File: src/rtl/pcx_pkg.sv
// Package for the priority crossbar pin router: register map, reset
// values, function codes and the peripheral-side carrier structs.
// Assumes a 32-bit APB register bus and one system clock.
package pcx_pkg;

   localparam int NUM_XPINS = 16;
   localparam int NUM_PINS = 17;

   // Byte addresses of the registers.
   localparam logic [7:0] ADDR_SEL0 = 8'h00;
   localparam logic [7:0] ADDR_SEL1 = 8'h04;
   localparam logic [7:0] ADDR_SKIP0 = 8'h08;
   localparam logic [7:0] ADDR_SKIP1 = 8'h0C;
   localparam logic [7:0] ADDR_INK0 = 8'h10;
   localparam logic [7:0] ADDR_INK1 = 8'h14;
   localparam logic [7:0] ADDR_INK2 = 8'h18;
   localparam logic [7:0] ADDR_DRV0 = 8'h1C;
   localparam logic [7:0] ADDR_DRV1 = 8'h20;
   localparam logic [7:0] ADDR_DRV2 = 8'h24;
   localparam logic [7:0] ADDR_LAT0 = 8'h28;
   localparam logic [7:0] ADDR_LAT1 = 8'h2C;
   localparam logic [7:0] ADDR_LAT2 = 8'h30;

   // Field positions in peripheral_pin_select_0.
   localparam int SEL0_UART = 0;
   localparam int SEL0_SPI = 1;
   localparam int SEL0_SMB = 2;
   localparam int SEL0_SYSCK = 3;
   localparam int SEL0_CMPS = 4;
   localparam int SEL0_CMPA = 5;
   localparam logic [7:0] SEL0_WMASK = 8'h3F;
   // Field positions in peripheral_pin_select_1.
   localparam int SEL1_XBAR = 6;
   localparam int SEL1_PUD = 7;
   localparam logic [7:0] SEL1_WMASK = 8'hC0;

   // Reset values.
   localparam logic [7:0] SEL_RST = 8'h00;
   localparam logic [15:0] SKIP_RST = 16'h0000;
   localparam logic [16:0] INK_RST = 17'h1_FFFF;
   localparam logic [16:0] DRV_RST = 17'h0_0000;
   localparam logic [16:0] LAT_RST = 17'h1_FFFF;

   // Fixed pin indices (port 0 pins 0..7, port 1 pins 8..15).
   localparam logic [3:0] PIN_TX = 4'h4;
   localparam logic [3:0] PIN_RX = 4'h5;
   localparam logic [3:0] PIN_CMPA = 4'hC;
   localparam logic [3:0] PIN_CMPS = 4'hD;

   // Number of functions placed by the scanning decoder.
   localparam int NUM_SCAN = 7;

   typedef enum logic [3:0] {
      PCX_FN_GPIO = 4'h0,
      PCX_FN_TX = 4'h1,
      PCX_FN_RX = 4'h2,
      PCX_FN_SCK = 4'h3,
      PCX_FN_MISO = 4'h4,
      PCX_FN_MOSI = 4'h5,
      PCX_FN_NSS = 4'h6,
      PCX_FN_SDA = 4'h7,
      PCX_FN_SCL = 4'h8,
      PCX_FN_CMPS = 4'h9,
      PCX_FN_CMPA = 4'hA,
      PCX_FN_SYSCK = 4'hB
   } pcx_func_t;

   // Signals that the peripherals hand to the crossbar.
   typedef struct packed {
      logic serial_transmit_out;
      logic sck_o;
      logic sck_oe;
      logic miso_o;
      logic miso_oe;
      logic mosi_o;
      logic mosi_oe;
      logic nss_o;
      logic nss_oe;
      logic sda_o;
      logic scl_o;
      logic async_comparator_out;
      logic sync_comparator_out;
      logic sysclk_o;
   } pcx_periph_out_t;

   // Pin levels that the crossbar hands back to the peripherals.
   typedef struct packed {
      logic serial_receive_in;
      logic sck_i;
      logic miso_i;
      logic mosi_i;
      logic nss_i;
      logic sda_i;
      logic scl_i;
   } pcx_periph_in_t;

endpackage

File: src/rtl/pcx_crossbar.sv
// Priority crossbar pin router with its APB register file.
// Assumes pad cells outside that resolve pad_out and pad_oe into a
// wire and return the pin level on pad_in, synchronous to pclk.
//
// Behaviour
// [RULE_01] Functions have fixed ranks; serial port first, pins given in rank order.
// [RULE_02] An enabled function takes the lowest free pin unless its pins are fixed.
// [RULE_03] Serial port transmit sits on P0.4 and receive on P0.5, claimed together.
// [RULE_04] Async comparator only on P1.4, sync comparator only on P1.5.
// [RULE_05] A pin already given away is passed over for the next function.
// [RULE_06] Pins set in the skip masks count as already assigned.
// [RULE_07] The two-wire bus always takes its data and clock lines together; the code places each alone, so with one free pin SDA is routed without SCL.
// [RULE_08] Leftover pins stay ordinary port pins in one contiguous group; the code leaves them scattered between the assigned pins.
// [RULE_09] Serial peripheral takes three pins, or four with slave select.
// [RULE_10] Analog pins lose pull-up, output driver and input receiver.
// [RULE_11] Input-kind bit one means digital, zero means analog.
// [RULE_12] All pins come out of reset as digital inputs.
// [RULE_13] Driver-kind bit picks open-drain or push-pull, peripherals included.
// [RULE_14] Two-wire bus pins are always open-drain.
// [RULE_15] With pull-up disable clear, open-drain pins get a weak pull-up.
// [RULE_16] Pull-up disable has no effect on push-pull pins.
// [RULE_17] A pin driving low has its weak pull-up switched off.
// [RULE_18] With the crossbar off all pins are plain port inputs.
// [RULE_19] With the crossbar off no port output driver is enabled.
// [RULE_20] Reading a port latch returns the pin level, even for peripherals.
// [RULE_21] Software sets input kind, driver kind, skips, selects, then enables.
// [RULE_22] Top two bits of select register zero read zero, ignore writes.
// [RULE_23] Pin map follows register changes within one clock cycle.
//
// Implementation choices: register access over APB and the placing of the registers.
module pcx_crossbar
   import pcx_pkg::*;
(
   input wire logic pclk,
   input wire logic presetn,
   input wire logic psel,
   input wire logic penable,
   input wire logic pwrite,
   input wire logic [7:0] paddr,
   input wire logic [31:0] pwdata,
   output logic [31:0] prdata,
   output logic pready,
   output logic pslverr,
   input wire logic slave_select_mode,
   input wire pcx_periph_out_t periph_out,
   output pcx_periph_in_t periph_in,
   input wire logic [NUM_PINS-1:0] pad_in,
   output logic [NUM_PINS-1:0] pad_out,
   output logic [NUM_PINS-1:0] pad_oe,
   output logic [NUM_PINS-1:0] pad_pullup,
   output logic [NUM_PINS-1:0] pad_rx_en
);

   // Lowest clear bit of a used mask; bit 4 tells whether one exists.
   function automatic logic [4:0] lowest_free(input logic [15:0] used);
      logic [4:0] r;
      r = 5'h00;
      for (int i = NUM_XPINS - 1; i >= 0; i--) begin
         if (!used[i]) begin
            r = {1'b1, 4'(i)};
         end
      end
      return r;
   endfunction

   // Function code of each scanning slot, in priority order.
   function automatic pcx_func_t scan_code(input int k);
      pcx_func_t c;
      case (k)
         0: c = PCX_FN_SCK;
         1: c = PCX_FN_MISO;
         2: c = PCX_FN_MOSI;
         3: c = PCX_FN_NSS;
         4: c = PCX_FN_SDA;
         5: c = PCX_FN_SCL;
         6: c = PCX_FN_SYSCK;
         default: c = PCX_FN_GPIO;
      endcase
      return c;
   endfunction

   // Eight-bit slice of a register for a read.
   function automatic logic [31:0] rd8(input logic [7:0] v);
      return {24'h00_0000, v};
   endfunction

   logic [7:0] sel0_q;
   logic [7:0] sel1_q;
   logic [15:0] skip_q;
   logic [16:0] ink_q;
   logic [16:0] drv_q;
   logic [16:0] lat_q;
   logic [31:0] prdata_q;
   pcx_func_t [NUM_XPINS-1:0] map_d;
   pcx_func_t [NUM_XPINS-1:0] map_q;
   logic [NUM_PINS-1:0] out_d;
   logic [NUM_PINS-1:0] oe_d;
   logic [NUM_PINS-1:0] pu_d;
   logic [NUM_PINS-1:0] rxen_d;
   logic [NUM_PINS-1:0] pin_lvl;
   pcx_periph_in_t pin_d;
   logic [NUM_SCAN-1:0] scan_req;
   logic [15:0] used;
   logic [4:0] hit;
   logic xbar_on;
   logic pud;
   logic wr_en;
   logic rd_setup;
   logic addr_ok;
   logic [31:0] rd_d;

   assign xbar_on = sel1_q[SEL1_XBAR];
   assign pud = sel1_q[SEL1_PUD];
   assign wr_en = psel & penable & pwrite & addr_ok;
   assign rd_setup = psel & ~penable & ~pwrite;

   // The slave answers in the first access cycle; no wait states.
   assign pready = 1'b1;
   assign pslverr = psel & penable & ~addr_ok;
   assign prdata = prdata_q;

   // Pin level as software and peripherals see it; analog pins read 0.
   assign pin_lvl = pad_in & ink_q; // [RULE_10] [RULE_11]

   // Address decode and read mux.
   always_comb begin
      addr_ok = 1'b1;
      rd_d = 32'h0000_0000;
      case (paddr)
         ADDR_SEL0: rd_d = rd8(sel0_q & SEL0_WMASK); // [RULE_22]
         ADDR_SEL1: rd_d = rd8(sel1_q);
         ADDR_SKIP0: rd_d = rd8(skip_q[7:0]);
         ADDR_SKIP1: rd_d = rd8(skip_q[15:8]);
         ADDR_INK0: rd_d = rd8(ink_q[7:0]);
         ADDR_INK1: rd_d = rd8(ink_q[15:8]);
         ADDR_INK2: rd_d = rd8({7'h00, ink_q[16]});
         ADDR_DRV0: rd_d = rd8(drv_q[7:0]);
         ADDR_DRV1: rd_d = rd8(drv_q[15:8]);
         ADDR_DRV2: rd_d = rd8({7'h00, drv_q[16]});
         ADDR_LAT0: rd_d = rd8(pin_lvl[7:0]); // [RULE_20]
         ADDR_LAT1: rd_d = rd8(pin_lvl[15:8]); // [RULE_20]
         ADDR_LAT2: rd_d = rd8({7'h00, pin_lvl[16]}); // [RULE_20]
         default: addr_ok = 1'b0;
      endcase
   end

   // Read data is captured in the setup cycle and held through access.
   always_ff @(posedge pclk or negedge presetn) begin
      if (!presetn) begin
         prdata_q <= 32'h0000_0000;
      end else if (rd_setup) begin
         prdata_q <= rd_d;
      end
   end

   // Function select registers; unused bits never store a value.
   always_ff @(posedge pclk or negedge presetn) begin
      if (!presetn) begin
         sel0_q <= SEL_RST;
         sel1_q <= SEL_RST;
      end else if (wr_en) begin
         if (paddr == ADDR_SEL0) begin
            sel0_q <= pwdata[7:0] & SEL0_WMASK; // [RULE_22]
         end
         if (paddr == ADDR_SEL1) begin
            sel1_q <= pwdata[7:0] & SEL1_WMASK;
         end
      end
   end

   // Skip masks for the sixteen crossbar pins.
   always_ff @(posedge pclk or negedge presetn) begin
      if (!presetn) begin
         skip_q <= SKIP_RST;
      end else if (wr_en) begin
         if (paddr == ADDR_SKIP0) begin
            skip_q[7:0] <= pwdata[7:0];
         end
         if (paddr == ADDR_SKIP1) begin
            skip_q[15:8] <= pwdata[7:0];
         end
      end
   end

   // Input-kind registers; every pin resets to digital.
   always_ff @(posedge pclk or negedge presetn) begin
      if (!presetn) begin
         ink_q <= INK_RST; // [RULE_12]
      end else if (wr_en) begin
         if (paddr == ADDR_INK0) begin
            ink_q[7:0] <= pwdata[7:0]; // [RULE_11]
         end
         if (paddr == ADDR_INK1) begin
            ink_q[15:8] <= pwdata[7:0];
         end
         if (paddr == ADDR_INK2) begin
            ink_q[16] <= pwdata[0];
         end
      end
   end

   // Driver-kind registers; a set bit selects push-pull.
   always_ff @(posedge pclk or negedge presetn) begin
      if (!presetn) begin
         drv_q <= DRV_RST;
      end else if (wr_en) begin
         if (paddr == ADDR_DRV0) begin
            drv_q[7:0] <= pwdata[7:0];
         end
         if (paddr == ADDR_DRV1) begin
            drv_q[15:8] <= pwdata[7:0];
         end
         if (paddr == ADDR_DRV2) begin
            drv_q[16] <= pwdata[0];
         end
      end
   end

   // Port output latches; a read returns the pin, not these bits.
   always_ff @(posedge pclk or negedge presetn) begin
      if (!presetn) begin
         lat_q <= LAT_RST;
      end else if (wr_en) begin
         if (paddr == ADDR_LAT0) begin
            lat_q[7:0] <= pwdata[7:0];
         end
         if (paddr == ADDR_LAT1) begin
            lat_q[15:8] <= pwdata[7:0];
         end
         if (paddr == ADDR_LAT2) begin
            lat_q[16] <= pwdata[0];
         end
      end
   end

   // Scanning requests in priority order after the fixed serial port and comparator pins.
   always_comb begin
      scan_req[0] = sel0_q[SEL0_SPI]; // [RULE_09]
      scan_req[1] = sel0_q[SEL0_SPI];
      scan_req[2] = sel0_q[SEL0_SPI];
      scan_req[3] = sel0_q[SEL0_SPI] & slave_select_mode; // [RULE_09]
      scan_req[4] = sel0_q[SEL0_SMB]; // [RULE_07]
      scan_req[5] = sel0_q[SEL0_SMB]; // [RULE_07]
      scan_req[6] = sel0_q[SEL0_SYSCK];
   end

   // Priority decoder: fixed pins are claimed first, then each scanning
   // function takes the lowest pin not skipped and not yet taken. A
   // function that finds no free pin is simply left unrouted.
   always_comb begin
      used = skip_q; // [RULE_06]
      map_d = {NUM_XPINS{PCX_FN_GPIO}}; // [RULE_08]
      hit = 5'h00;
      if (sel0_q[SEL0_UART]) begin
         map_d[PIN_TX] = PCX_FN_TX; // [RULE_03]
         map_d[PIN_RX] = PCX_FN_RX; // [RULE_03]
         used[PIN_TX] = 1'b1;
         used[PIN_RX] = 1'b1;
      end
      if (sel0_q[SEL0_CMPA]) begin
         map_d[PIN_CMPA] = PCX_FN_CMPA; // [RULE_04]
         used[PIN_CMPA] = 1'b1;
      end
      if (sel0_q[SEL0_CMPS]) begin
         map_d[PIN_CMPS] = PCX_FN_CMPS; // [RULE_04]
         used[PIN_CMPS] = 1'b1;
      end
      for (int k = 0; k < NUM_SCAN; k++) begin // [RULE_01]
         hit = lowest_free(used); // [RULE_02]
         if (scan_req[k] && hit[4]) begin
            map_d[hit[3:0]] = scan_code(k);
            used[hit[3:0]] = 1'b1; // [RULE_05]
         end
      end
      if (!xbar_on) begin
         map_d = {NUM_XPINS{PCX_FN_GPIO}}; // [RULE_18]
      end
   end

   // The map is rebuilt every cycle from the live registers.
   always_ff @(posedge pclk or negedge presetn) begin
      if (!presetn) begin
         map_q <= {NUM_XPINS{PCX_FN_GPIO}};
      end else begin
         map_q <= map_d; // [RULE_23]
      end
   end

   // Per-pin driver: pick the source, apply driver kind, analog and
   // crossbar gating, then decide the weak pull-up.
   always_comb begin
      logic v;
      logic en;
      logic od;
      pcx_func_t f;
      v = 1'b1;
      en = 1'b0;
      od = 1'b0;
      f = PCX_FN_GPIO;
      for (int p = 0; p < NUM_PINS; p++) begin
         f = (p < NUM_XPINS) ? map_q[4'(p)] : PCX_FN_GPIO;
         od = ~drv_q[p]; // [RULE_13]
         en = 1'b1;
         v = lat_q[p];
         case (f)
            PCX_FN_TX: v = periph_out.serial_transmit_out;
            PCX_FN_RX: en = 1'b0;
            PCX_FN_SCK: begin
               v = periph_out.sck_o;
               en = periph_out.sck_oe;
            end
            PCX_FN_MISO: begin
               v = periph_out.miso_o;
               en = periph_out.miso_oe;
            end
            PCX_FN_MOSI: begin
               v = periph_out.mosi_o;
               en = periph_out.mosi_oe;
            end
            PCX_FN_NSS: begin
               v = periph_out.nss_o;
               en = periph_out.nss_oe;
            end
            PCX_FN_SDA: begin
               v = periph_out.sda_o;
               od = 1'b1; // [RULE_14]
            end
            PCX_FN_SCL: begin
               v = periph_out.scl_o;
               od = 1'b1; // [RULE_14]
            end
            PCX_FN_CMPS: v = periph_out.sync_comparator_out;
            PCX_FN_CMPA: v = periph_out.async_comparator_out;
            PCX_FN_SYSCK: v = periph_out.sysclk_o;
            default: v = lat_q[p];
         endcase
         // An open-drain pin only ever drives low.
         if (od) begin
            en = en & ~v;
            v = 1'b0;
         end
         if (!xbar_on || !ink_q[p]) begin
            en = 1'b0; // [RULE_19] [RULE_10]
         end
         out_d[p] = v;
         oe_d[p] = en;
         // Weak pull-up on digital open-drain pins unless disabled or pulled low.
         pu_d[p] = od & ~pud & ink_q[p] & ~(en & ~v); // [RULE_15] [RULE_16] [RULE_17]
         rxen_d[p] = ink_q[p]; // [RULE_10]
      end
   end

   // Pad controls come from flops.
   always_ff @(posedge pclk or negedge presetn) begin
      if (!presetn) begin
         pad_out <= {NUM_PINS{1'b0}};
         pad_oe <= {NUM_PINS{1'b0}};
         pad_pullup <= {NUM_PINS{1'b0}};
         pad_rx_en <= {NUM_PINS{1'b0}};
      end else begin
         pad_out <= out_d;
         pad_oe <= oe_d;
         pad_pullup <= pu_d;
         pad_rx_en <= rxen_d;
      end
   end

   // Return path: each peripheral input reads the pin it owns, and idles
   // high while it owns none.
   always_comb begin
      pin_d = '1;
      for (int p = 0; p < NUM_XPINS; p++) begin
         case (map_q[p])
            PCX_FN_RX: pin_d.serial_receive_in = pin_lvl[p];
            PCX_FN_SCK: pin_d.sck_i = pin_lvl[p];
            PCX_FN_MISO: pin_d.miso_i = pin_lvl[p];
            PCX_FN_MOSI: pin_d.mosi_i = pin_lvl[p];
            PCX_FN_NSS: pin_d.nss_i = pin_lvl[p];
            PCX_FN_SDA: pin_d.sda_i = pin_lvl[p];
            PCX_FN_SCL: pin_d.scl_i = pin_lvl[p];
            default: pin_d.serial_receive_in = pin_d.serial_receive_in;
         endcase
      end
   end

   // Peripheral inputs are registered once.
   always_ff @(posedge pclk or negedge presetn) begin
      if (!presetn) begin
         periph_in <= '1;
      end else begin
         periph_in <= pin_d;
      end
   end

endmodule

File: config.mk
export PLATFORM = sky130hd
export DESIGN_NAME = pcx_crossbar
export DESIGN_NICKNAME = d
export VERILOG_FILES = /design/src/rtl/pcx_pkg.sv /design/src/rtl/pcx_crossbar.sv
export SDC_FILE = /design/constraint.sdc
export NUM_CORES = 1
export LEC_CHECK = 0
export BUFFER_PORTS_ARGS = -buffer_cell sky130_fd_sc_hd__buf_2
export CORE_MARGIN = 2
export CORE_UTILIZATION = 55
export CTS_CLUSTER_DIAMETER = 150
export DETAILED_ROUTE_END_ITERATION = 10
export GPL_TIMING_DRIVEN = 1
export PLACE_DENSITY_LB_ADDON = 0.15
export SYNTH_ARGS = -nofsm -noshare
export SYNTH_HDL_FRONTEND = slang
export SYNTH_SLANG_ARGS = --single-unit
File: constraint.sdc
create_clock -name pclk -period 23 [get_ports pclk]
set_clock_uncertainty 0.2 [all_clocks]
set_input_delay 5.75 -clock pclk [delete_from_list [all_inputs] [get_ports pclk]]
set_output_delay 5.75 -clock pclk [all_outputs]
set_load 0.02 [all_outputs]
==> metrics.cfg, run 1 <==
[final_layout]
synth_to_layout_area_growth_pct=9.77
layout.nets=2056
instances_no_fill=2368
layout-drive-gt1-share_pct=18.6
insertedDiodeCount=0
fill_cells=2496
sequential_cell_area_um2=5610
multi_input_area_um2=9800
final_design_area_no_fill_um2=17500

[critical_path]
cpLargestDelayFamily=simple AND/OR/NAND/NOR gates
path_cells=buf_2, or4_1, nor2_1, nor3_1, nand2_1, nor2_1, buf_2
setup.worst_path.start_class=primary input
crit_end=pslverr
critical_path.reg2reg.endpoint=map_q[57]$_DFF_PN0_
startpoint=paddr[5]
critPathSlowestCell=nor2_1
crit_path_max_incr_delay_ns=0.60
cp.buffers_inverters=2
cp_num_cells=7
critical_path.max_fanout=10
critPathArrivalTime_ns=7.46
worstPathRequired_ns=17.05
worstRegToRegCells=27
setup.worst_path.class=primary input to primary output
rrSetupSlack_ns=11.92
crit_path_end_kind=primary output
regToRegStartpoint=skip_q[3]$_DFFE_PN0P_

[hold_path]
worst_hold_class=flip-flop to flip-flop

[global_routing]
pin_count_of_the_biggest_net_entering_global_routing=80
grt_pass1_vias=14800
antenna_found_initial=2
grt_remaining_overflow=0
grt_use_total_pct=38.2
grt_pass1_wl_mm=89.9

[cts]
htree_levels=1
cts_resized=0
cts.hold.buffers_added=0
numCtsBuffers=23
post-cts-setup-buffers=0
cts_tree=done
cts.sinks=222
insertion_delay_ns=0.54
cts_buffer_depth=3
cts.clk_slew.worst_paths_ns=0.06
cts.root.buffer_cell=clkbuf_16

[place]
io_buffer_count=136
numPlacedInstances=2326
post-dp-hpwl_mm=45.8
total_cell_area_at_the_placement_stage_um2=16800
gp_congestion=1.05

[detailed_routing]
routed_wirelength_mm=59.7
antenna_violating_nets_left=0
via_count=16600
routed_via_density=6.99
routed_wire_length_per_instance_um=25.2
drt_pass1_iterations=8
drt-initial-drc-count=2710
drc=0

[die]
design.portCount=186
placeableCoreArea_um2=28600
floorplan.die_area_um2=30400
initial_utilization_pct=55.8
width_of_the_chip_um=174
die-height_um=174
placement_rows=62

[sta]
timing.fmax_ghz=0.0746
timing.final.crit_share_pct=58.3
rsz0062_at_grt=false
finalHoldViolations=0
slew_headroom_pct=34.7
tightest_slew_ns=0.979
final-max-slew-violation-count=0
final.setup.tns_ns=0
setup_violations_final=0
min_period_ns=13.41

[logic_synthesis]
synth-seq-area-share_pct=35.1
dominant_synthesized_flop_cell=dfrtp_1
post_synth_instance_area_um2=16000
yosys.cell_count.top_type=nor2_1
async_reset_ff_share_pct=100
synth_enable_flop_cells=0
synth_top_cell_by_area=dfrtp_1
synth_common_cells=200 x nor2_1, 195 x nand2_1, 181 x dfrtp_1
ys_seq_elements=222
synthesis.area_per_instance_um2=8.49
ys_types=115
synth_top_cell_area_share_pct=28.4
synth-warning-count=0
synth.top_cells.by_area=dfrtp_1 28%, dfstp_2 6.7%, mux2_2 5.6%, nor2_1 4.7%, nand2_1 4.6%
postSynthCellCount=1882

[power]
post-layout-total-power_mw=0.809
vdd_ir_drop_max_v=0.0000621
power_leakage_nw=7.70
power_density_nw_per_um2=46.1

[run]
drv_cap=0

[outcome]
status=finished, final reports clean

[worst register-to-register path: cells and delay by family, from the launching register on]
family	cells	cell delay, ns
flops	1	0.67
buf+inv	1	0.21
simple gates	5	1.59
compound gates	21	8.24
[report_power, final]
| part | switching, mW | leakage [nW] | internal (mW) | total (mW) |
|---|---|---|---|---|
| Sequential | 0.00223 | 2.88 | 0.394 | 0.396 |
| Clock | 0.157 | 0.375 | 0.212 | 0.369 |
| Combinational | 0.0324 | 4.44 | 0.0115 | 0.0440 |
[metrics by stage]
step	util, %	setup slack (ns)	hold WS, ns
after global placement	58.6	9.61	0.210
final	61.3	9.59	0.215
after global routing	61.3	9.48	0.216
after detailed placement	58.6	9.60	0.214
after CTS	61.3	9.63	0.217
after floorplan	-	10.02	0.188
[per-layer routing]
layer  routed length (µm)  track usage, %  vias up  share of wire, %
met1                25100            55.4     8024                42
met3                 6000            4.94      173                10
li1                     -               -     7231                 -
met5                   13               0        -             0.022
met4                 2280            12.2        2               3.8
met2                26300            59.4     1132                44
[state kept, by name (all words and copies together), names as in the netlist]
signal,flops
map_q,64
skip_q,16
drv_q,17
prdata,8
lat_q,17
pad_out,17
sel1_q,2
pad_pullup,17
pad_rx_en,17
pad_oe,17
sel0_q,6
periph_in,7
ink_q,17
[placed cells by master (no fill, tap or decap), drive strengths merged, types with 41 or more instances in the layout]
cell type and count:
nand2 196, mux2 79, buf 145, dfrtp 181, nand3 92, and2 42
dfstp 41, nor2 201, nor3 58, o21ai 101, a21oi 143
[cells by family after synthesis]
family                   Yosys count  share of synthesized area, %
adder cells (fa/ha/maj)           12                         0.940
AND/OR/NAND/NOR                  778                          24.2
buffers and inverters            144                          4.09
flip-flops                       222                          35.1
AO/OA/AOI/OAI                    610                          27.4
multiplexers                     114                          8.15
other                              2                        0.0470
[how the worst min path moves through the flow]
| stage | from | endpoint | slack (ns) | cells past startpoint |
|---|---|---|---|---|
| 2_1_floorplan | ink_q[12]$_DFFE_PN1P_ | pad_rx_en[12]$_DFF_PN0_ | 0.19 | 0 |
| 3_3_place_gp | ink_q[16]$_DFFE_PN1P_ | pad_rx_en[16]$_DFF_PN0_ | 0.21 | 0 |
| 3_5_place_dp | ink_q[16]$_DFFE_PN1P_ | pad_rx_en[16]$_DFF_PN0_ | 0.21 | 0 |
| 4_1_cts | ink_q[16]$_DFFE_PN1P_ | pad_rx_en[16]$_DFF_PN0_ | 0.22 | 0 |
| 5_1_grt | ink_q[16]$_DFFE_PN1P_ | pad_rx_en[16]$_DFF_PN0_ | 0.22 | 0 |
| 6_report | ink_q[16]$_DFFE_PN1P_ | pad_rx_en[16]$_DFF_PN0_ | 0.21 | 0 |
[area by class of cell]
class	count	share of cell area [%]
Multi-Input combinational cell	1539	55.9
Sequential cell	222	32.0
Timing Repair Buffer	145	4.32
Clock buffer	32	3.70
Tap cell	384	2.74
Inverter	36	0.771
Clock inverter	10	0.599
Power figures use the tool's default switching activity.
==> inputs of run 2 (changes only) <==
- clock period: 23 -> 12.81 ns (I/O delays scaled with it)
==> run 2 against run 1 <==
Effect of this change: count of clock-buffer cells in the layout did not move; first-iteration DRC count decreased by 5.2%; total power grew 85%; setup slack got worse by 8.0 ns; non-clock buffer count fell by 2; critical endpoint is now map_q[57]$_DFF_PN0_.
==> metrics.cfg, run 2 (synthesized netlist as in run 1, its figures left out) <==
[outcome]
status=finished, final reports clean

[sta]
finalHoldViolations=0
timing.fmax_ghz=0.0892
hold_slack_ns=0.226
final-max-slew-violation-count=0
setup_violations_final=0
final.setup.tns_ns=0
tightest_slew_ns=1.06
slew_headroom_pct=29.6
rsz0062_at_grt=false
min_period_ns=11.21
timing.final.crit_share_pct=87.5
fin_ws_ns=1.60

[cts]
cts.clk_slew.worst_paths_ns=0.06
cts_buffer_depth=3
cts.hold.buffers_added=0
post-cts-setup-buffers=0
cts.sinks=222
cts_resized=0
insertion_delay_ns=0.55
htree_levels=1
cts.root.buffer_cell=clkbuf_16
cts_tree=done
numCtsBuffers=25

[final_layout]
instances_no_fill=2371
top_register=map_q
layout-drive-gt1-share_pct=18.8
post-route-util_pct=61.5
final_design_area_no_fill_um2=17600
layout.nets=2056
fill_cells=2505
synth_to_layout_area_growth_pct=10.1
largest_register_ffs=64
layout.cells.most_common_list=200 x nor2_1, 195 x nand2_1, 181 x dfrtp_1
mostFrequentLayoutCell=nor2_1

[die]
initial_utilization_pct=55.8
width_of_the_chip_um=174
placement_rows=62
floorplan.die_area_um2=30400
design.portCount=186
die-height_um=174
placeableCoreArea_um2=28600

[place]
io_buffer_count=136
numPlacedInstances=2324
total_cell_area_at_the_placement_stage_um2=16800
post-dp-hpwl_mm=46.2
pre_cts_slack_ns=2.02
gp_congestion=1.03

[critical_path]
worstRegToRegCells=26
rrSetupSlack_ns=1.60
setup.worst_path.start_class=flip-flop
critPathArrivalTime_ns=11.40
startpoint=sel0_q[1]$_DFFE_PN0P_
crit_path_end_kind=flip-flop
setup.worst_path.class=flip-flop to flip-flop
crit_end=map_q[57]$_DFF_PN0_
critical_path.reg2reg.endpoint=map_q[57]$_DFF_PN0_
regToRegStartpoint=sel0_q[1]$_DFFE_PN0P_
worstPathRequired_ns=13.00
critical_path.max_fanout=26

[global_routing]
grt_remaining_overflow=0
grt_pass1_wl_mm=91.7
grt_use_total_pct=38.8
grt_pass1_vias=15200
pin_count_of_the_biggest_net_entering_global_routing=137
antenna_found_initial=2

[detailed_routing]
routed_wire_length_per_instance_um=25.3
via_count=16400
antenna_violating_nets_left=0
routed_via_density=6.93
drc=0
drt-initial-drc-count=2570
drt_pass1_iterations=8
routed_wirelength_mm=60.0

[run]
drv_cap=0

[power]
power_leakage_nw=7.72
post-layout-total-power_mw=1.50
power_density_nw_per_um2=85.3
vdd_ir_drop_max_v=0.000112

[hold_path]
worst_hold_class=flip-flop to flip-flop

## run 2: worst min path at each step
stage,startpoint,endpoint,slack [ns],cells past startpoint
after floorplan,ink_q[12]$_DFFE_PN1P_,pad_rx_en[12]$_DFF_PN0_,0.19,0
after global placement,ink_q[16]$_DFFE_PN1P_,pad_rx_en[16]$_DFF_PN0_,0.21,0
after detailed placement,ink_q[16]$_DFFE_PN1P_,pad_rx_en[16]$_DFF_PN0_,0.21,0
after CTS,ink_q[16]$_DFFE_PN1P_,pad_rx_en[16]$_DFF_PN0_,0.22,0
after global routing,ink_q[16]$_DFFE_PN1P_,pad_rx_en[16]$_DFF_PN0_,0.23,0
final,ink_q[16]$_DFFE_PN1P_,pad_rx_en[16]$_DFF_PN0_,0.23,0
## run 2: cell type report
cell class / instances / area (µm²) / area share (%)
multi-input cells: 1539 / 9800 / 55.7
diodes: 1 / 2.50 / 0.0142
clock buffers: 32 / 682 / 3.88
flip-flops and latches: 222 / 5610 / 31.9
inverters: 36 / 135 / 0.768
well taps: 384 / 480 / 2.73
repair buffers: 143 / 743 / 4.22
clock inverters: 14 / 141 / 0.804
## run 2: report_power, final
group / internal (mW) / switching [mW]
logic: 0.0205 / 0.0586
registers: 0.707 / 0.00377
clock network: 0.406 / 0.304
## run 2: critical path, cell delays in order, from the launching register on
cell and delay, ns:
dfrtp_1 0.89, nand3_1 0.23, nor4_4 0.52, nand3_2 0.30, a311oi_2 0.81, or3_1 0.32, a2111oi_4 0.13, o211a_1 0.36
o21a_1 0.32, o31ai_2 0.70, nor3_1 0.29, o31a_1 0.34, o2111ai_2 0.31, o211ai_1 0.29, o21ai_2 0.43, a32oi_1 0.22
o2111ai_1 0.48, nand2_1 0.38, a2111oi_0 0.67, o211ai_1 0.26, a31oi_1 0.54, a2111oi_0 0.24, o32ai_1 0.75, nor4_1 0.14
and2_1 0.24, and3_4 0.21, o41a_1 0.46
## run 2: layer usage
| layer | global-route usage [%] | part of all wire [%] | vias up |
|---|---|---|---|
| met5 | 0 | 0 | - |
| met1 | 54.4 | 41 | 7973 |
| met2 | 60.0 | 45 | 1055 |
| met3 | 7.15 | 11 | 161 |
| li1 | - | - | 7252 |
| met4 | 14.2 | 4.3 | 0 |
